`config.mk`:
```
export PLATFORM = sky130hd
export DESIGN_NAME = channel_operational_control
export DESIGN_NICKNAME = d
export VERILOG_FILES = /design/src/design/chan_ctl_pkg.sv /design/src/design/channel_operational_control.sv /design/src/design/driver_gate.sv /design/src/design/vco_cal_seq.sv
export VERILOG_INCLUDE_DIRS = /design/src /design/src/design
export SDC_FILE = /design/constraint.sdc
export NUM_CORES = 1
export LEC_CHECK = 0
export BUFFER_PORTS_ARGS = -buffer_cell sky130_fd_sc_hd__clkbuf_2
export CAP_MARGIN = 20
export CORE_UTILIZATION = 30
export CTS_CLUSTER_DIAMETER = 150
export DETAILED_ROUTE_END_ITERATION = 8
export GPL_TIMING_DRIVEN = 0
export PLACE_DENSITY_LB_ADDON = 0.2
export SLEW_MARGIN = 20
export SYNTH_ARGS = -nofsm -noshare
export SYNTH_HDL_FRONTEND = slang
export SYNTH_SLANG_ARGS = --single-unit
```
`constraint.sdc`:
```
create_clock -name clock -period 2.2 [get_ports clock]
set_clock_uncertainty 0.15 [all_clocks]
set_input_delay 0 -clock clock [delete_from_list [all_inputs] [get_ports clock]]
set_output_delay 0 -clock clock [all_outputs]
set_load 0.01 [all_outputs]
```
`src/design/chan_ctl_consts.svh`:
```
// register offsets, field positions, reset values, mute delay, calibration length and unmapped read data for the channel control bank
`ifndef CHAN_CTL_CONSTS_SVH
`define CHAN_CTL_CONSTS_SVH
`define REG_PDC 14'h2100
`define REG_GRP 14'h2101
`define REG_DIVA 14'h2102
`define REG_DIVB 14'h2103
`define REG_DIVC 14'h2104
`define REG_LOOP 14'h2105
`define REG_FAST 14'h2106
`define REG_CLR 14'h2107
`define REG_STAT 14'h2108
`define REG_RESET 8'h00
`define PDC_MASK 8'h03
`define GRP_MASK 8'h0F
`define DIV_MASK 8'h3F
`define FAST_MASK 8'h0F
`define CLR_MASK 8'h1B
`define BIT_PWRDN 0
`define BIT_CAL 1
`define BIT_NSHOT 0
`define BIT_MUTE 1
`define BIT_RST 2
`define BIT_SYNC 3
`define DIV_RST_P 0
`define DIV_RST_N 1
`define DIV_MUTE_P 2
`define DIV_MUTE_N 3
`define DIV_PWRDN 4
`define DIV_DRV_RST 5
`define MUTE_DELAY 4'h3
`define CAL_CYCLES 8'h10
`define BAD_ADDR_DATA 32'h0000_0000
`endif

```
`src/design/chan_ctl_pkg.sv`:
```
// types shared by the channel control bank
package chan_ctl_pkg;
    typedef struct packed {
        logic [13:0] address;
        logic read;
        logic write;
        logic [31:0] writedata;
        logic [3:0] byteenable;
    } av_req_t;
    typedef struct packed {
        logic [2:0] div_reset;
        logic [2:0] drv_mute;
        logic [2:0] drv_tristate;
    } drv_ctl_t;
    typedef enum logic [1:0] {
        CAL_IDLE = 2'b00,
        CAL_ARMED = 2'b01,
        CAL_RUN = 2'b11
    } cal_state_t;
endpackage : chan_ctl_pkg

```
`src/design/channel_operational_control.sv`:
```
// operational control register bank for the first output channel
// Contract
// a calibrate bit rising zero to one arms a calibration run at the next update; code drops an arm pulse mid-run unless it hits the last run cycle.
// software requests calibration at setup and whenever the vco frequency changes.
// software requests calibration only after dividers are set and input is present.
// the calibrate bit keeps its written value; software writes zero afterwards.
// channel power-down powers down the channel and tristates every output.
// sync holds all drivers static and their dividers in reset.
// in sync, differential drivers stay muted.
// clearing sync releases all outputs together in one cycle; code drops divider resets at the release pulse, mutes a cycle later.
// software uses mute, not sync, to make drivers static without divider reset.
// software uses driver power-down, not sync or mute, for high impedance.
// all eight registers are eight bits and reset to zero.
// group reset mutes at once, group mute mutes delayed; unmute is runt-free.
// a calibration request is found by comparing new and held calibrate values.
`timescale 1ns/1ps
`include "chan_ctl_consts.svh"
module channel_operational_control (
    input wire logic clock,
    input wire logic rst_n,
    input wire logic [13:0] address,
    input wire logic read,
    input wire logic write,
    input wire logic [31:0] writedata,
    input wire logic [3:0] byteenable,
    output logic [31:0] readdata,
    output logic waitrequest,
    output logic [1:0] response,
    input wire logic io_update,
    output logic channel_power_down,
    output logic [2:0] div_reset_positive,
    output logic [2:0] div_reset_negative,
    output logic [2:0] drv_mute_positive,
    output logic [2:0] drv_mute_negative,
    output logic [2:0] drv_tristate,
    output logic outputs_release,
    output logic nshot_request,
    output logic [7:0] loop_mode,
    output logic [3:0] fast_acq_enable,
    output logic [4:0] clear_pulse,
    output logic vco_cal_busy
);
    chan_ctl_pkg::av_req_t req;
    logic [7:0] pdc_ff, grp_ff, diva_ff, divb_ff, divc_ff, loop_ff, fast_ff, clr_ff;
    logic ack_ff;
    logic [31:0] rdata_ff;
    logic [1:0] resp_ff;
    logic upd_meta_ff, upd_sync_ff, upd_last_ff;
    logic cal_arm_ff;
    logic cal_done_ff;
    logic sync_last_ff;
    logic release_ff;
    logic pwr_ff;
    logic [2:0] rstp_ff, rstn_ff, mutep_ff, muten_ff;
    logic [2:0] tri_ff;
    logic [4:0] clrp_ff;
    logic [2:0] sub_muted, sub_tri;
    logic cal_busy_w, cal_done_w;

    // writable bits of each register; zero marks an unmapped address or the read-only status register
    function automatic logic [7:0] sel_mask(input logic [13:0] a);
        case (a)
            `REG_PDC: sel_mask = `PDC_MASK;
            `REG_GRP: sel_mask = `GRP_MASK;
            `REG_DIVA, `REG_DIVB, `REG_DIVC: sel_mask = `DIV_MASK;
            `REG_LOOP: sel_mask = 8'hFF;
            `REG_FAST: sel_mask = `FAST_MASK;
            `REG_CLR: sel_mask = `CLR_MASK;
            default: sel_mask = 8'h00;
        endcase
    endfunction : sel_mask

    // request carrier and address decode
    assign req = '{address: address, read: read, write: write, writedata: writedata,
        byteenable: byteenable};
    wire req_go = (req.read || req.write) && !ack_ff;
    wire wr_go = req.write && ack_ff && req.byteenable[0]; // store at the completing edge
    wire mapped = (sel_mask(req.address) != 8'h00) || (req.address == `REG_STAT);
    wire [7:0] wmask = sel_mask(req.address);
    wire [7:0] wbyte = req.writedata[7:0] & wmask;
    wire wr_pdc = wr_go && (req.address == `REG_PDC);
    wire wr_grp = wr_go && (req.address == `REG_GRP);
    wire wr_clr = wr_go && (req.address == `REG_CLR);
    wire wr_diva = wr_go && (req.address == `REG_DIVA);
    wire wr_divb = wr_go && (req.address == `REG_DIVB);
    wire wr_divc = wr_go && (req.address == `REG_DIVC);
    wire wr_loop = wr_go && (req.address == `REG_LOOP);
    wire wr_fast = wr_go && (req.address == `REG_FAST);
    wire [7:0] stat_byte = {6'h00, cal_done_ff, cal_busy_w};
    wire upd_rise = upd_sync_ff && !upd_last_ff;

    // readback mux
    wire [7:0] rd_byte =
        (req.address == `REG_PDC) ? pdc_ff :
        (req.address == `REG_GRP) ? grp_ff :
        (req.address == `REG_DIVA) ? diva_ff :
        (req.address == `REG_DIVB) ? divb_ff :
        (req.address == `REG_DIVC) ? divc_ff :
        (req.address == `REG_LOOP) ? loop_ff :
        (req.address == `REG_FAST) ? fast_ff :
        (req.address == `REG_CLR) ? clr_ff :
        (req.address == `REG_STAT) ? stat_byte : 8'h00;

    // calibrate bit rising edge found against the held value
    wire cal_rise = wr_pdc && wbyte[`BIT_CAL] && !pdc_ff[`BIT_CAL];

    // bus answer: one wait cycle, then waitrequest low for one edge
    always_ff @(posedge clock or negedge rst_n) begin
        if (!rst_n) begin
            ack_ff <= 1'b0;
            rdata_ff <= `BAD_ADDR_DATA;
            resp_ff <= 2'b00;
        end else begin
            ack_ff <= req_go;
            rdata_ff <= req_go ? {24'h000000, rd_byte} : rdata_ff;
            resp_ff <= req_go ? (mapped ? 2'b00 : 2'b11) : resp_ff;
        end
    end

    // register storage, reset to zero
    always_ff @(posedge clock or negedge rst_n) begin
        if (!rst_n) begin
            pdc_ff <= `REG_RESET;
            grp_ff <= `REG_RESET;
            diva_ff <= `REG_RESET;
            divb_ff <= `REG_RESET;
            divc_ff <= `REG_RESET;
            loop_ff <= `REG_RESET;
            fast_ff <= `REG_RESET;
            clr_ff <= `REG_RESET;
        end else begin
            pdc_ff <= wr_pdc ? wbyte : pdc_ff;
            grp_ff <= wr_grp ? wbyte : grp_ff;
            diva_ff <= wr_diva ? wbyte : diva_ff;
            divb_ff <= wr_divb ? wbyte : divb_ff;
            divc_ff <= wr_divc ? wbyte : divc_ff;
            loop_ff <= wr_loop ? wbyte : loop_ff;
            fast_ff <= wr_fast ? wbyte : fast_ff;
            clr_ff <= wr_clr ? wbyte : clr_ff;
        end
    end

    // update input synchroniser and one-cycle calibration arm pulse register
    always_ff @(posedge clock or negedge rst_n) begin
        if (!rst_n) begin
            upd_meta_ff <= 1'b0;
            upd_sync_ff <= 1'b0;
            upd_last_ff <= 1'b0;
            cal_arm_ff <= 1'b0;
            cal_done_ff <= 1'b0;
        end else begin
            upd_meta_ff <= io_update;
            upd_sync_ff <= upd_meta_ff;
            upd_last_ff <= upd_sync_ff;
            cal_arm_ff <= cal_rise;
            cal_done_ff <= cal_done_w || (cal_done_ff && !cal_rise);
        end
    end

    vco_cal_seq u_cal (
        .clock(clock),
        .rst_n(rst_n),
        .arm(cal_arm_ff),
        .io_update_sync(upd_rise),
        .cal_busy(cal_busy_w),
        .cal_done(cal_done_w)
    );

    // per-pair driver controls
    wire [7:0] div_regs [3] = '{diva_ff, divb_ff, divc_ff};
    wire pwr = pdc_ff[`BIT_PWRDN];
    wire sync_on = grp_ff[`BIT_SYNC];
    genvar g;
    generate
        for (g = 0; g < 3; g++) begin : g_pair
            driver_gate u_gate (
                .clock(clock),
                .rst_n(rst_n),
                .mute_req(grp_ff[`BIT_MUTE] || sync_on),
                .hard_req(grp_ff[`BIT_RST] || div_regs[g][`DIV_DRV_RST]),
                .tristate_req(pwr || div_regs[g][`DIV_PWRDN]),
                .muted(sub_muted[g]),
                .tristated(sub_tri[g])
            );
        end
    endgenerate

    // output register stage: every pin comes from a flip-flop
    always_ff @(posedge clock or negedge rst_n) begin
        if (!rst_n) begin
            pwr_ff <= 1'b0;
            rstp_ff <= 3'h0;
            rstn_ff <= 3'h0;
            mutep_ff <= 3'h0;
            muten_ff <= 3'h0;
            tri_ff <= 3'h0;
            sync_last_ff <= 1'b0;
            release_ff <= 1'b0;
            clrp_ff <= 5'h00;
        end else begin
            pwr_ff <= pwr;
            rstp_ff <= {divc_ff[`DIV_RST_P], divb_ff[`DIV_RST_P], diva_ff[`DIV_RST_P]}
                | {3{sync_on}};
            rstn_ff <= {divc_ff[`DIV_RST_N], divb_ff[`DIV_RST_N], diva_ff[`DIV_RST_N]}
                | {3{sync_on}};
            mutep_ff <= sub_muted | {3{sync_on}} |
                {divc_ff[`DIV_MUTE_P], divb_ff[`DIV_MUTE_P], diva_ff[`DIV_MUTE_P]};
            muten_ff <= sub_muted | {3{sync_on}} |
                {divc_ff[`DIV_MUTE_N], divb_ff[`DIV_MUTE_N], diva_ff[`DIV_MUTE_N]};
            tri_ff <= sub_tri | {3{pwr}};
            sync_last_ff <= sync_on;
            release_ff <= sync_last_ff && !sync_on;
            clrp_ff <= wr_clr ? wbyte[4:0] : 5'h00;
        end
    end

    assign readdata = rdata_ff;
    assign waitrequest = !ack_ff;
    assign response = resp_ff;
    assign channel_power_down = pwr_ff;
    assign div_reset_positive = rstp_ff;
    assign div_reset_negative = rstn_ff;
    assign drv_mute_positive = mutep_ff;
    assign drv_mute_negative = muten_ff;
    assign drv_tristate = tri_ff;
    assign outputs_release = release_ff;
    assign nshot_request = grp_ff[`BIT_NSHOT];
    assign loop_mode = loop_ff;
    assign fast_acq_enable = fast_ff[3:0];
    assign clear_pulse = clrp_ff;
    assign vco_cal_busy = cal_busy_w;
endmodule : channel_operational_control

```
`src/design/driver_gate.sv`:
```
// one driver pair: delayed runt-free mute, immediate reset mute, tristate
`timescale 1ns/1ps
`include "chan_ctl_consts.svh"
module driver_gate (
    input wire logic clock,
    input wire logic rst_n,
    input wire logic mute_req,
    input wire logic hard_req,
    input wire logic tristate_req,
    output logic muted,
    output logic tristated
);
    logic [3:0] dly_ff;
    logic muted_ff;
    logic tri_ff;
    wire dly_done = (dly_ff == `MUTE_DELAY);

    // mute after a delay so the running cycle completes; hard reset mutes at once
    always_ff @(posedge clock or negedge rst_n) begin
        if (!rst_n) begin
            dly_ff <= 4'h0;
            muted_ff <= 1'b0;
            tri_ff <= 1'b0;
        end else begin
            dly_ff <= (mute_req && !dly_done) ? dly_ff + 4'h1 : (mute_req ? dly_ff : 4'h0);
            muted_ff <= hard_req || (mute_req && dly_done);
            tri_ff <= tristate_req;
        end
    end

    assign muted = muted_ff;
    assign tristated = tri_ff;
endmodule : driver_gate

```
`src/design/vco_cal_seq.sv`:
```
// analog loop vco calibration sequencer, armed by a request and run on update
`timescale 1ns/1ps
`include "chan_ctl_consts.svh"
module vco_cal_seq (
    input wire logic clock,
    input wire logic rst_n,
    input wire logic arm,
    input wire logic io_update_sync,
    output logic cal_busy,
    output logic cal_done
);
    chan_ctl_pkg::cal_state_t state_ff;
    chan_ctl_pkg::cal_state_t nxt_state;
    logic [7:0] cnt_ff;
    logic [7:0] nxt_cnt;
    logic busy_ff;
    logic done_ff;
    wire run_end = (state_ff == chan_ctl_pkg::CAL_RUN) && (cnt_ff == 8'h01);

    // arm waits for the next update, then runs a fixed-length calibration
    always_comb begin
        nxt_state = state_ff;
        nxt_cnt = cnt_ff;
        case (state_ff)
            chan_ctl_pkg::CAL_IDLE: begin
                if (arm) begin
                    nxt_state = chan_ctl_pkg::CAL_ARMED;
                end
            end
            chan_ctl_pkg::CAL_ARMED: begin
                if (io_update_sync) begin
                    nxt_state = chan_ctl_pkg::CAL_RUN;
                    nxt_cnt = `CAL_CYCLES;
                end
            end
            chan_ctl_pkg::CAL_RUN: begin
                nxt_cnt = cnt_ff - 8'h01;
                if (run_end) begin
                    nxt_state = arm ? chan_ctl_pkg::CAL_ARMED : chan_ctl_pkg::CAL_IDLE;
                end
            end
            default: begin
                nxt_state = chan_ctl_pkg::CAL_IDLE;
            end
        endcase
    end

    // state, counter and registered flags
    always_ff @(posedge clock or negedge rst_n) begin
        if (!rst_n) begin
            state_ff <= chan_ctl_pkg::CAL_IDLE;
            cnt_ff <= 8'h00;
            busy_ff <= 1'b0;
            done_ff <= 1'b0;
        end else begin
            state_ff <= nxt_state;
            cnt_ff <= nxt_cnt;
            busy_ff <= (nxt_state == chan_ctl_pkg::CAL_RUN);
            done_ff <= run_end;
        end
    end

    assign cal_busy = busy_ff;
    assign cal_done = done_ff;
endmodule : vco_cal_seq

```
==> impl_metrics.prom, run 1 <==
# TYPE chip_impl_metric gauge
chip_impl_metric{name="critical_path_arrival",unit="ps"} 2220
chip_impl_metric{name="clock-sinks",unit=""} 132
chip_impl_info{name="cts_tree",value="built"} 1
chip_impl_metric{name="coreArea",unit="sq um"} 19500
chip_impl_metric{name="die_height",unit="um"} 143
chip_impl_info{name="busiest_layer",value="met2"} 1
chip_impl_metric{name="postSynthRegisterBits",unit=""} 132
chip_impl_metric{name="path_clk_slew",unit="ps"} 60
chip_impl_metric{name="layout-drive-gt1-share",unit="%"} 27.6
chip_impl_metric{name="slew-limit-headroom",unit="%"} 56.4
chip_impl_metric{name="die-area",unit="sq um"} 20500
chip_impl_metric{name="fp.dieW",unit="um"} 143
chip_impl_metric{name="insertedDiodeCount",unit=""} 0
chip_impl_info{name="setup.worst_path.class",value="input pin to flop"} 1
chip_impl_metric{name="timing.critical_path.required",unit="ps"} 2350
chip_impl_metric{name="synth-edff-count",unit=""} 0
chip_impl_metric{name="fin_crit_sh",unit="%"} 94.3
chip_impl_metric{name="num_vias",unit=""} 4354
chip_impl_metric{name="timing.final.setup_violations",unit=""} 0
chip_impl_metric{name="vdd_ir_max",unit="mV"} 0.564
chip_impl_metric{name="wire_per_inst",unit="um"} 16.0
chip_impl_metric{name="total_power",unit="uW"} 5620
chip_impl_metric{name="synth.distinct_cells",unit=""} 57
chip_impl_metric{name="use_met3",unit="%"} 3.72
chip_impl_metric{name="post-route-min-period",unit="ps"} 2070
chip_impl_metric{name="grt_start_max_net_pins",unit=""} 73
chip_impl_metric{name="initial_utilization",unit="%"} 30.7
chip_impl_metric{name="fmax",unit="GHz"} 0.482
chip_impl_metric{name="dr.first_iter.drc_count",unit=""} 251
chip_impl_info{name="run_status",value="complete, but fails checks"} 1
chip_impl_metric{name="track_usage",unit="%"} 16.1
chip_impl_metric{name="synth-warning-count",unit=""} 0
chip_impl_metric{name="syn_area",unit="sq um"} 5990
chip_impl_metric{name="postLayoutCoreUtil",unit="%"} 38.6
chip_impl_metric{name="timing.critical_path.fanout_max",unit=""} 9
chip_impl_metric{name="detail_route.drc_violations",unit=""} 0
chip_impl_info{name="violations_in_the_final_reports",value="hold timing"} 1
chip_impl_metric{name="power.density_cell_area",unit="nW/um^2"} 745
chip_impl_metric{name="max-cap-violations",unit=""} 0
chip_impl_metric{name="globalRouteMet1Util",unit="%"} 21.5
chip_impl_metric{name="drtPass1Iterations",unit=""} 4
chip_impl_metric{name="synth.yosys.seq_area_share",unit="%"} 55.2
chip_impl_metric{name="total_leakage_power",unit="uW"} 0.00375
chip_impl_metric{name="aggregate_global_routing_overflow",unit=""} 0
chip_impl_metric{name="timing_worst_slew_pin_value",unit="ps"} 647
chip_impl_metric{name="ctsLongestPathBuffers",unit=""} 2
chip_impl_metric{name="numPortBuffers",unit=""} 70
chip_impl_metric{name="post-dp-hpwl",unit="mm"} 11.1
chip_impl_metric{name="number_of_rows_in_the_core_area",unit=""} 51
chip_impl_metric{name="final_net_count",unit=""} 736
chip_impl_metric{name="multi_input_comb_area",unit="sq um"} 2330
chip_impl_info{name="cp-start-kind",value="input pin"} 1
chip_impl_metric{name="clock_latency_reported_for_the_late_side_of_the_worst_skew_pair",unit="ps"} 420
chip_impl_metric{name="via_per_inst",unit=""} 4.57
chip_impl_metric{name="netlist_instances",unit=""} 545
chip_impl_metric{name="wirelength_routed",unit="mm"} 15.2
chip_impl_metric{name="first_global_vias",unit=""} 4411
chip_impl_metric{name="numPlacedInstances",unit=""} 905
chip_impl_info{name="cp-end-kind",value="flop"} 1
chip_impl_metric{name="hold_viol_final",unit=""} 5
chip_impl_info{name="synth_ff_type",value="sky130_fd_sc_hd__dfrtp_1"} 1
chip_impl_metric{name="globalplace.congestion",unit=""} 0.827
chip_impl_metric{name="cts_htree_levels",unit=""} 4
chip_impl_metric{name="hold_slack",unit="ps"} -4.45
chip_impl_metric{name="antenna_left",unit=""} 0
chip_impl_info{name="grt_setup_unrepaired",value="false"} 1
chip_impl_metric{name="grt_antenna_before_repair",unit=""} 0
chip_impl_metric{name="ios",unit=""} 126
chip_impl_info{name="hold_class",value="input pin to async pin"} 1
chip_impl_metric{name="use_met2",unit="%"} 25.1
chip_impl_metric{name="grt_first_pass_wirelength",unit="mm"} 24.7
chip_impl_metric{name="post_cts_buffers",unit=""} 0
chip_impl_metric{name="layout-area-overhead-vs-synth",unit="%"} 26.0
chip_impl_metric{name="drv_slew",unit=""} 0
chip_impl_info{name="cts_root_buffer",value="sky130_fd_sc_hd__clkbuf_16"} 1
chip_impl_metric{name="fillerInstances",unit=""} 1997
chip_impl_metric{name="fin_cells",unit=""} 953
chip_impl_metric{name="final-seq-area",unit="sq um"} 3300
chip_impl_metric{name="tritoncts.num_buffers",unit=""} 17
chip_impl_metric{name="synth_async_sr_flop_share",unit="%"} 100
chip_impl_metric{name="synth_area_per_cell",unit="sq um"} 11.0
-- layer usage --
layer	vias to the layer above	part of all wire [%]	wire, um
li1	2096	-	-
met1	2124	45	6910
met2	110	48	7230
met3	24	4.7	711
met4	0	2.3	346
met5	-	0	0
-- registers in the layout, indices dropped and copies added, names as in the netlist, 2 cells and up --
name / count
clear_pulse: 5
clr_ff: 8
div_reset_negative: 3
div_reset_positive: 3
diva_ff: 8
divb_ff: 8
divc_ff: 8
drv_mute_negative: 3
drv_mute_positive: 3
drv_tristate: 3
fast_ff: 8
g_pair.u_gate.dly_ff: 12
g_pair.u_gate.muted: 3
g_pair.u_gate.tristated: 3
grp_ff: 8
loop_mode: 8
pdc_ff: 8
readdata: 8
u_cal.cnt_ff: 8
u_cal.state_ff: 2
-- cell usage after synthesis (all sizes together), types with 2 or more instances --
master | n | area share, %
and3 | 4 | 0.42
o2111ai | 2 | 0.29
nor3 | 7 | 0.58
clkbuf | 6 | 0.38
a211o | 3 | 0.44
nand2 | 60 | 3.8
mux2 | 5 | 0.94
and2 | 25 | 2.6
nand4 | 8 | 1.4
nand3 | 19 | 1.9
o22ai | 4 | 0.42
or3 | 9 | 0.94
nor2 | 35 | 2.7
o21ai | 42 | 3.5
a211oi | 5 | 0.63
inv | 12 | 0.75
dfrtp | 132 | 55
o21a | 2 | 0.25
a21oi | 11 | 0.92
or2 | 14 | 1.5
nor4 | 8 | 1.1
a32oi | 4 | 0.58
mux2i | 12 | 2.0
buf | 50 | 6.3
nor4b | 2 | 0.79
ha | 5 | 1.0
o31ai | 5 | 0.63
xor2 | 7 | 1.0
a21o | 4 | 0.50
a31oi | 5 | 0.52
nand2b | 11 | 1.1
nor3b | 5 | 0.71
nor2b | 5 | 0.52
mux4 | 5 | 1.9
nand3b | 3 | 0.38
-- layout by cell type (no fill, tap or decap), types with 9 or more instances in the layout --
master                          count
sky130_fd_sc_hd__or2_2             14
sky130_fd_sc_hd__dlygate4sd3_1     17
sky130_fd_sc_hd__o21ai_0           38
sky130_fd_sc_hd__or3_1              9
sky130_fd_sc_hd__and2_1            25
sky130_fd_sc_hd__inv_1             12
sky130_fd_sc_hd__mux2i_1           12
sky130_fd_sc_hd__nor2_1            32
sky130_fd_sc_hd__conb_1            25
sky130_fd_sc_hd__buf_4             30
sky130_fd_sc_hd__nand2b_1          11
sky130_fd_sc_hd__nand2_1           60
sky130_fd_sc_hd__buf_2             11
sky130_fd_sc_hd__clkbuf_16         17
sky130_fd_sc_hd__dfrtp_1          132
sky130_fd_sc_hd__clkbuf_2          70
sky130_fd_sc_hd__a21oi_1           11
sky130_fd_sc_hd__nand3_1           17
-- what timing repair did --
item | in CTS | in global routing
gates resized for setup | 0 | 2
setup endpoints to repair | 0 | 1
hold buffers | 17 | 0
hold endpoints to repair | 181 | 0
-- worst paths after layout --
kind / startpoint / to / slack, ps / cells past startpoint
max reg2reg: ack_ff / loop_mode[3] / 230 / 6
max: address[3] / cal_done_ff / 130 / 7
min reg2reg: upd_meta_ff / upd_sync_ff / 220 / 0
min: rst_n / drv_mute_negative[0] / -4 / 2
min in group clock: write / readdata[3] / 10 / 5
max in group asynchronous: rst_n / loop_mode[1] / 1180 / 3
-- critical path, cell delays in order --
cell and delay, ps:
sky130_fd_sc_hd__dlygate4sd3_1 550, sky130_fd_sc_hd__buf_6 160, sky130_fd_sc_hd__nor2_8 150, sky130_fd_sc_hd__dlygate4sd3_1 750, sky130_fd_sc_hd__nand4_4 240, sky130_fd_sc_hd__nor3b_2 280, sky130_fd_sc_hd__o21bai_1 90
-- final cells by class --
| type | instances | share of cell area [%] |
|---|---|---|
| buffer | 56 | 5.33 |
| tap | 265 | 4.40 |
| multi-input combinational | 369 | 30.9 |
| clock buffer | 18 | 5.82 |
| timing repair buffer | 88 | 7.38 |
| inverter | 12 | 0.597 |
| sequential | 132 | 43.8 |
| clock inverter | 13 | 1.79 |
-- through the flow --
step	TNS, ps	worst slack, ps	area, sq um
2_1_floorplan	0	588	6080
3_3_place_gp	-147980	-1140	6760
3_5_place_dp	0	78.9	6800
4_1_cts	0	61.2	7540
5_1_grt	0	33.3	7540
6_report	0	126	7540
-- cell families (layout without fill, tap and decap cells) --
kind of cell	count (synthesis)	count (layout)	synth area share (%)
fa+ha+maj	5	5	1.04
mux	22	22	4.83
buf+inv	68	187	7.44
compound gates	91	91	9.38
xor+xnor	7	7	1.02
simple gates	219	219	21.1
other cells	1	25	0.0626
flops	132	132	55.2
-- power by group --
| part | internal (uW) | switching, uW |
|---|---|---|
| registers | 2450 | 16.0 |
| clock network | 1690 | 1080 |
| logic | 151 | 227 |
Note: power is estimated with default switching activity, not from simulation.
==> run 2: changes to the inputs <==
- CORE_MARGIN: unset -> 2
==> run 2 against run 1 <==
The flow now finishes without violations. Via count down 0.37%. Register-to-register slack lost 30 ps. First-iteration DRC count is 35% lower. Worst setup slack gained 60 ps. Sequential power hardly changed. Critical endpoint is now readdata[2]. Largest power group unchanged. Highest routed layer unchanged.
==> impl_metrics.prom, run 2 (synthesis results as in run 1) <==
# TYPE chip_impl_metric gauge
chip_impl_info{name="run_status",value="completed"} 1
chip_impl_info{name="critical_path.slowest_cell",value="sky130_fd_sc_hd__dlygate4sd3_1"} 1
chip_impl_metric{name="power.density_cell_area",unit="nW/um^2"} 754
chip_impl_metric{name="via_per_inst",unit=""} 4.55
chip_impl_metric{name="worst-path-buf-inv",unit=""} 3
chip_impl_metric{name="drv_slew",unit=""} 0
chip_impl_metric{name="coreArea",unit="sq um"} 19500
chip_impl_metric{name="clock-sinks",unit=""} 132
chip_impl_metric{name="wirelength_routed",unit="mm"} 15.5
chip_impl_metric{name="fmax",unit="GHz"} 0.497
chip_impl_metric{name="drtPass1Iterations",unit=""} 4
chip_impl_metric{name="die_height",unit="um"} 145
chip_impl_info{name="cts_root_buffer",value="sky130_fd_sc_hd__clkbuf_16"} 1
chip_impl_info{name="max_flop_register",value="g_pair.u_gate.dly_ff"} 1
chip_impl_metric{name="clock_latency_reported_for_the_late_side_of_the_worst_skew_pair",unit="ps"} 420
chip_impl_metric{name="fin_crit_sh",unit="%"} 91.5
chip_impl_metric{name="met1Wirelength",unit="mm"} 6.98
chip_impl_metric{name="timing.final.setup_violations",unit=""} 0
chip_impl_metric{name="vdd_ir_max",unit="mV"} 0.521
chip_impl_metric{name="cts_htree_levels",unit=""} 4
chip_impl_metric{name="total_leakage_power",unit="uW"} 0.00378
chip_impl_info{name="grt_setup_unrepaired",value="false"} 1
chip_impl_metric{name="slew-limit-headroom",unit="%"} 56.9
chip_impl_metric{name="path_clk_slew",unit="ps"} 60
chip_impl_metric{name="ios",unit=""} 126
chip_impl_metric{name="globalplace.congestion",unit=""} 0.852
chip_impl_metric{name="timing_worst_slew_pin_value",unit="ps"} 640
chip_impl_metric{name="timing.critical_path.fanout_max",unit=""} 10
chip_impl_info{name="most_common_cell_after_layout_fill_and_taps_aside",value="sky130_fd_sc_hd__dfrtp_1"} 1
chip_impl_info{name="top_metal_layer_carrying_routed_signals",value="met4"} 1
chip_impl_metric{name="track_usage",unit="%"} 15.5
chip_impl_metric{name="pre_cts_slack",unit="ps"} 66.2
chip_impl_metric{name="grt_antenna_before_repair",unit=""} 0
chip_impl_metric{name="postLayoutCoreUtil",unit="%"} 38.9
chip_impl_info{name="path_cells",value="dlygate4sd3_1 > buf_2 > buf_2 > nand2_1 > o21ai_0 > a21oi_1 > a211oi_1"} 1
chip_impl_metric{name="layout-drive-gt1-share",unit="%"} 27.4
chip_impl_metric{name="met3_routed_wl",unit="um"} 669
chip_impl_metric{name="critical_path_arrival",unit="ps"} 2170
chip_impl_info{name="cts_tree",value="built"} 1
chip_impl_metric{name="fp.dieW",unit="um"} 145
chip_impl_metric{name="post-dp-hpwl",unit="mm"} 11.2
chip_impl_metric{name="aggregate_global_routing_overflow",unit=""} 0
chip_impl_metric{name="numPortBuffers",unit=""} 70
chip_impl_metric{name="ctsLongestPathBuffers",unit=""} 2
chip_impl_metric{name="final_net_count",unit=""} 737
chip_impl_metric{name="post_cts_buffers",unit=""} 0
chip_impl_info{name="setup.worst_path.class",value="input pin to flop"} 1
chip_impl_metric{name="dr.first_iter.drc_count",unit=""} 163
chip_impl_metric{name="die-area",unit="sq um"} 21100
chip_impl_metric{name="num_vias",unit=""} 4338
chip_impl_info{name="hold_class",value="input pin to flop"} 1
chip_impl_info{name="critical_path.top_delay_family",value="buffers and inverters"} 1
chip_impl_metric{name="finalWorstSetupSlack",unit="ps"} 186
chip_impl_metric{name="grt_first_pass_wirelength",unit="mm"} 25.5
chip_impl_info{name="critPathMostFrequentCell",value="sky130_fd_sc_hd__buf_2"} 1
chip_impl_metric{name="max-cap-violations",unit=""} 0
chip_impl_metric{name="antenna_left",unit=""} 0
chip_impl_metric{name="hold_viol_final",unit=""} 0
chip_impl_metric{name="tritoncts.num_buffers",unit=""} 17
chip_impl_metric{name="detail_route.drc_violations",unit=""} 0
chip_impl_metric{name="wire_per_inst",unit="um"} 16.2
chip_impl_metric{name="post-route-min-period",unit="ps"} 2010
chip_impl_info{name="cp-start-kind",value="input pin"} 1
chip_impl_metric{name="first_global_vias",unit=""} 4563
chip_impl_metric{name="layout-area-overhead-vs-synth",unit="%"} 27.0
chip_impl_info{name="final_cell_mix",value="132 x sky130_fd_sc_hd__dfrtp_1, 69 x sky130_fd_sc_hd__clkbuf_2, 60 x sky130_fd_sc_hd__nand2_1"} 1
chip_impl_metric{name="initial_utilization",unit="%"} 30.7
chip_impl_metric{name="timing.critical_path.required",unit="ps"} 2360
chip_impl_metric{name="max_stage_delay",unit="ps"} 550
chip_impl_metric{name="routed-wl-met2",unit="mm"} 7.46
chip_impl_metric{name="number_of_rows_in_the_core_area",unit=""} 51
chip_impl_metric{name="largest_register_ffs",unit=""} 12
chip_impl_metric{name="grt_start_max_net_pins",unit=""} 76
chip_impl_metric{name="insertedDiodeCount",unit=""} 0
chip_impl_info{name="cp-end-kind",value="flop"} 1
## run 2: cell types whose count changed in the layout (fill, tap and decap cells not counted)
cell / before / now
sky130_fd_sc_hd__clkinvlp_4: 2 / 3
sky130_fd_sc_hd__bufinv_16: 2 / 3
sky130_fd_sc_hd__clkbuf_2: 70 / 69
sky130_fd_sc_hd__clkinv_4: 3 / 4
sky130_fd_sc_hd__inv_6: 1 / 0
sky130_fd_sc_hd__dlymetal6s4s_1: 0 / 1
sky130_fd_sc_hd__clkinv_2: 5 / 2
sky130_fd_sc_hd__clkbuf_1: 5 / 6
sky130_fd_sc_hd__buf_16: 1 / 2
## run 2: tightest hold or removal path, stage by stage
cell,delay (ps)
sky130_fd_sc_hd__clkbuf_2,70
sky130_fd_sc_hd__nor2b_1,60
sky130_fd_sc_hd__nand3_1,170
sky130_fd_sc_hd__nor2_4,110
sky130_fd_sc_hd__o211ai_1,80
sky130_fd_sc_hd__o21ai_0,70
## run 2: metrics by stage
stage	hold WS [ps]	TNS [ps]	instance area, sq um	std cells	total power (uW)
2_1_floorplan	-446	0	6080	569	2710
3_3_place_gp	-38.1	-147080	6760	904	2860
3_5_place_dp	-145	0	6800	905	2870
4_1_cts	31.1	0	7600	955	5800
5_1_grt	68.2	0	7600	954	5960
6_report	42.9	0	7600	954	5740
## run 2: routing by layer
layer / up-vias / track usage, %
li1: 2095 / -
met1: 2118 / 20.1
met2: 102 / 24.9
met3: 23 / 3.55
met4: 0 / 6.47
met5: - / 0
## run 2: worst paths after layout
path | startpoint | to | slack, ps | depth (start not counted)
min in group asynchronous | rst_n | diva_ff[2] | 410 | 3
max in group asynchronous | rst_n | response[0] | 850 | 4
worst min-delay path | address[12] | readdata[7] | 40 | 6
worst min register to register | upd_meta_ff | upd_sync_ff | 200 | 0
worst max-delay path | address[1] | readdata[2] | 190 | 7
worst max register to register | ack_ff | loop_mode[2] | 200 | 6
## run 2: power breakdown
part / switching (uW) / total, uW / leakage, uW / internal (uW)
Clock: 1070 / 2880 / 0.000285 / 1810
Combinational: 231 / 388 / 0.00168 / 156
Sequential: 15.5 / 2470 / 0.00181 / 2450
## run 2: cell type report
type	instances	area [sq um]
Timing Repair Buffer	90	597
Sequential cell	132	3300
Clock buffer	19	443
Buffer	55	397
Multi-Input combinational cell	369	2330
Inverter	12	45.0
Tap cell	265	332
Fill cell	1972	11900
Clock inverter	12	158
## run 2: what timing repair did
action,in CTS,in global routing
endpoints found under the hold margin,180,0
hold buffers,19,0
resized for setup,0,1
setup endpoints to repair,0,2
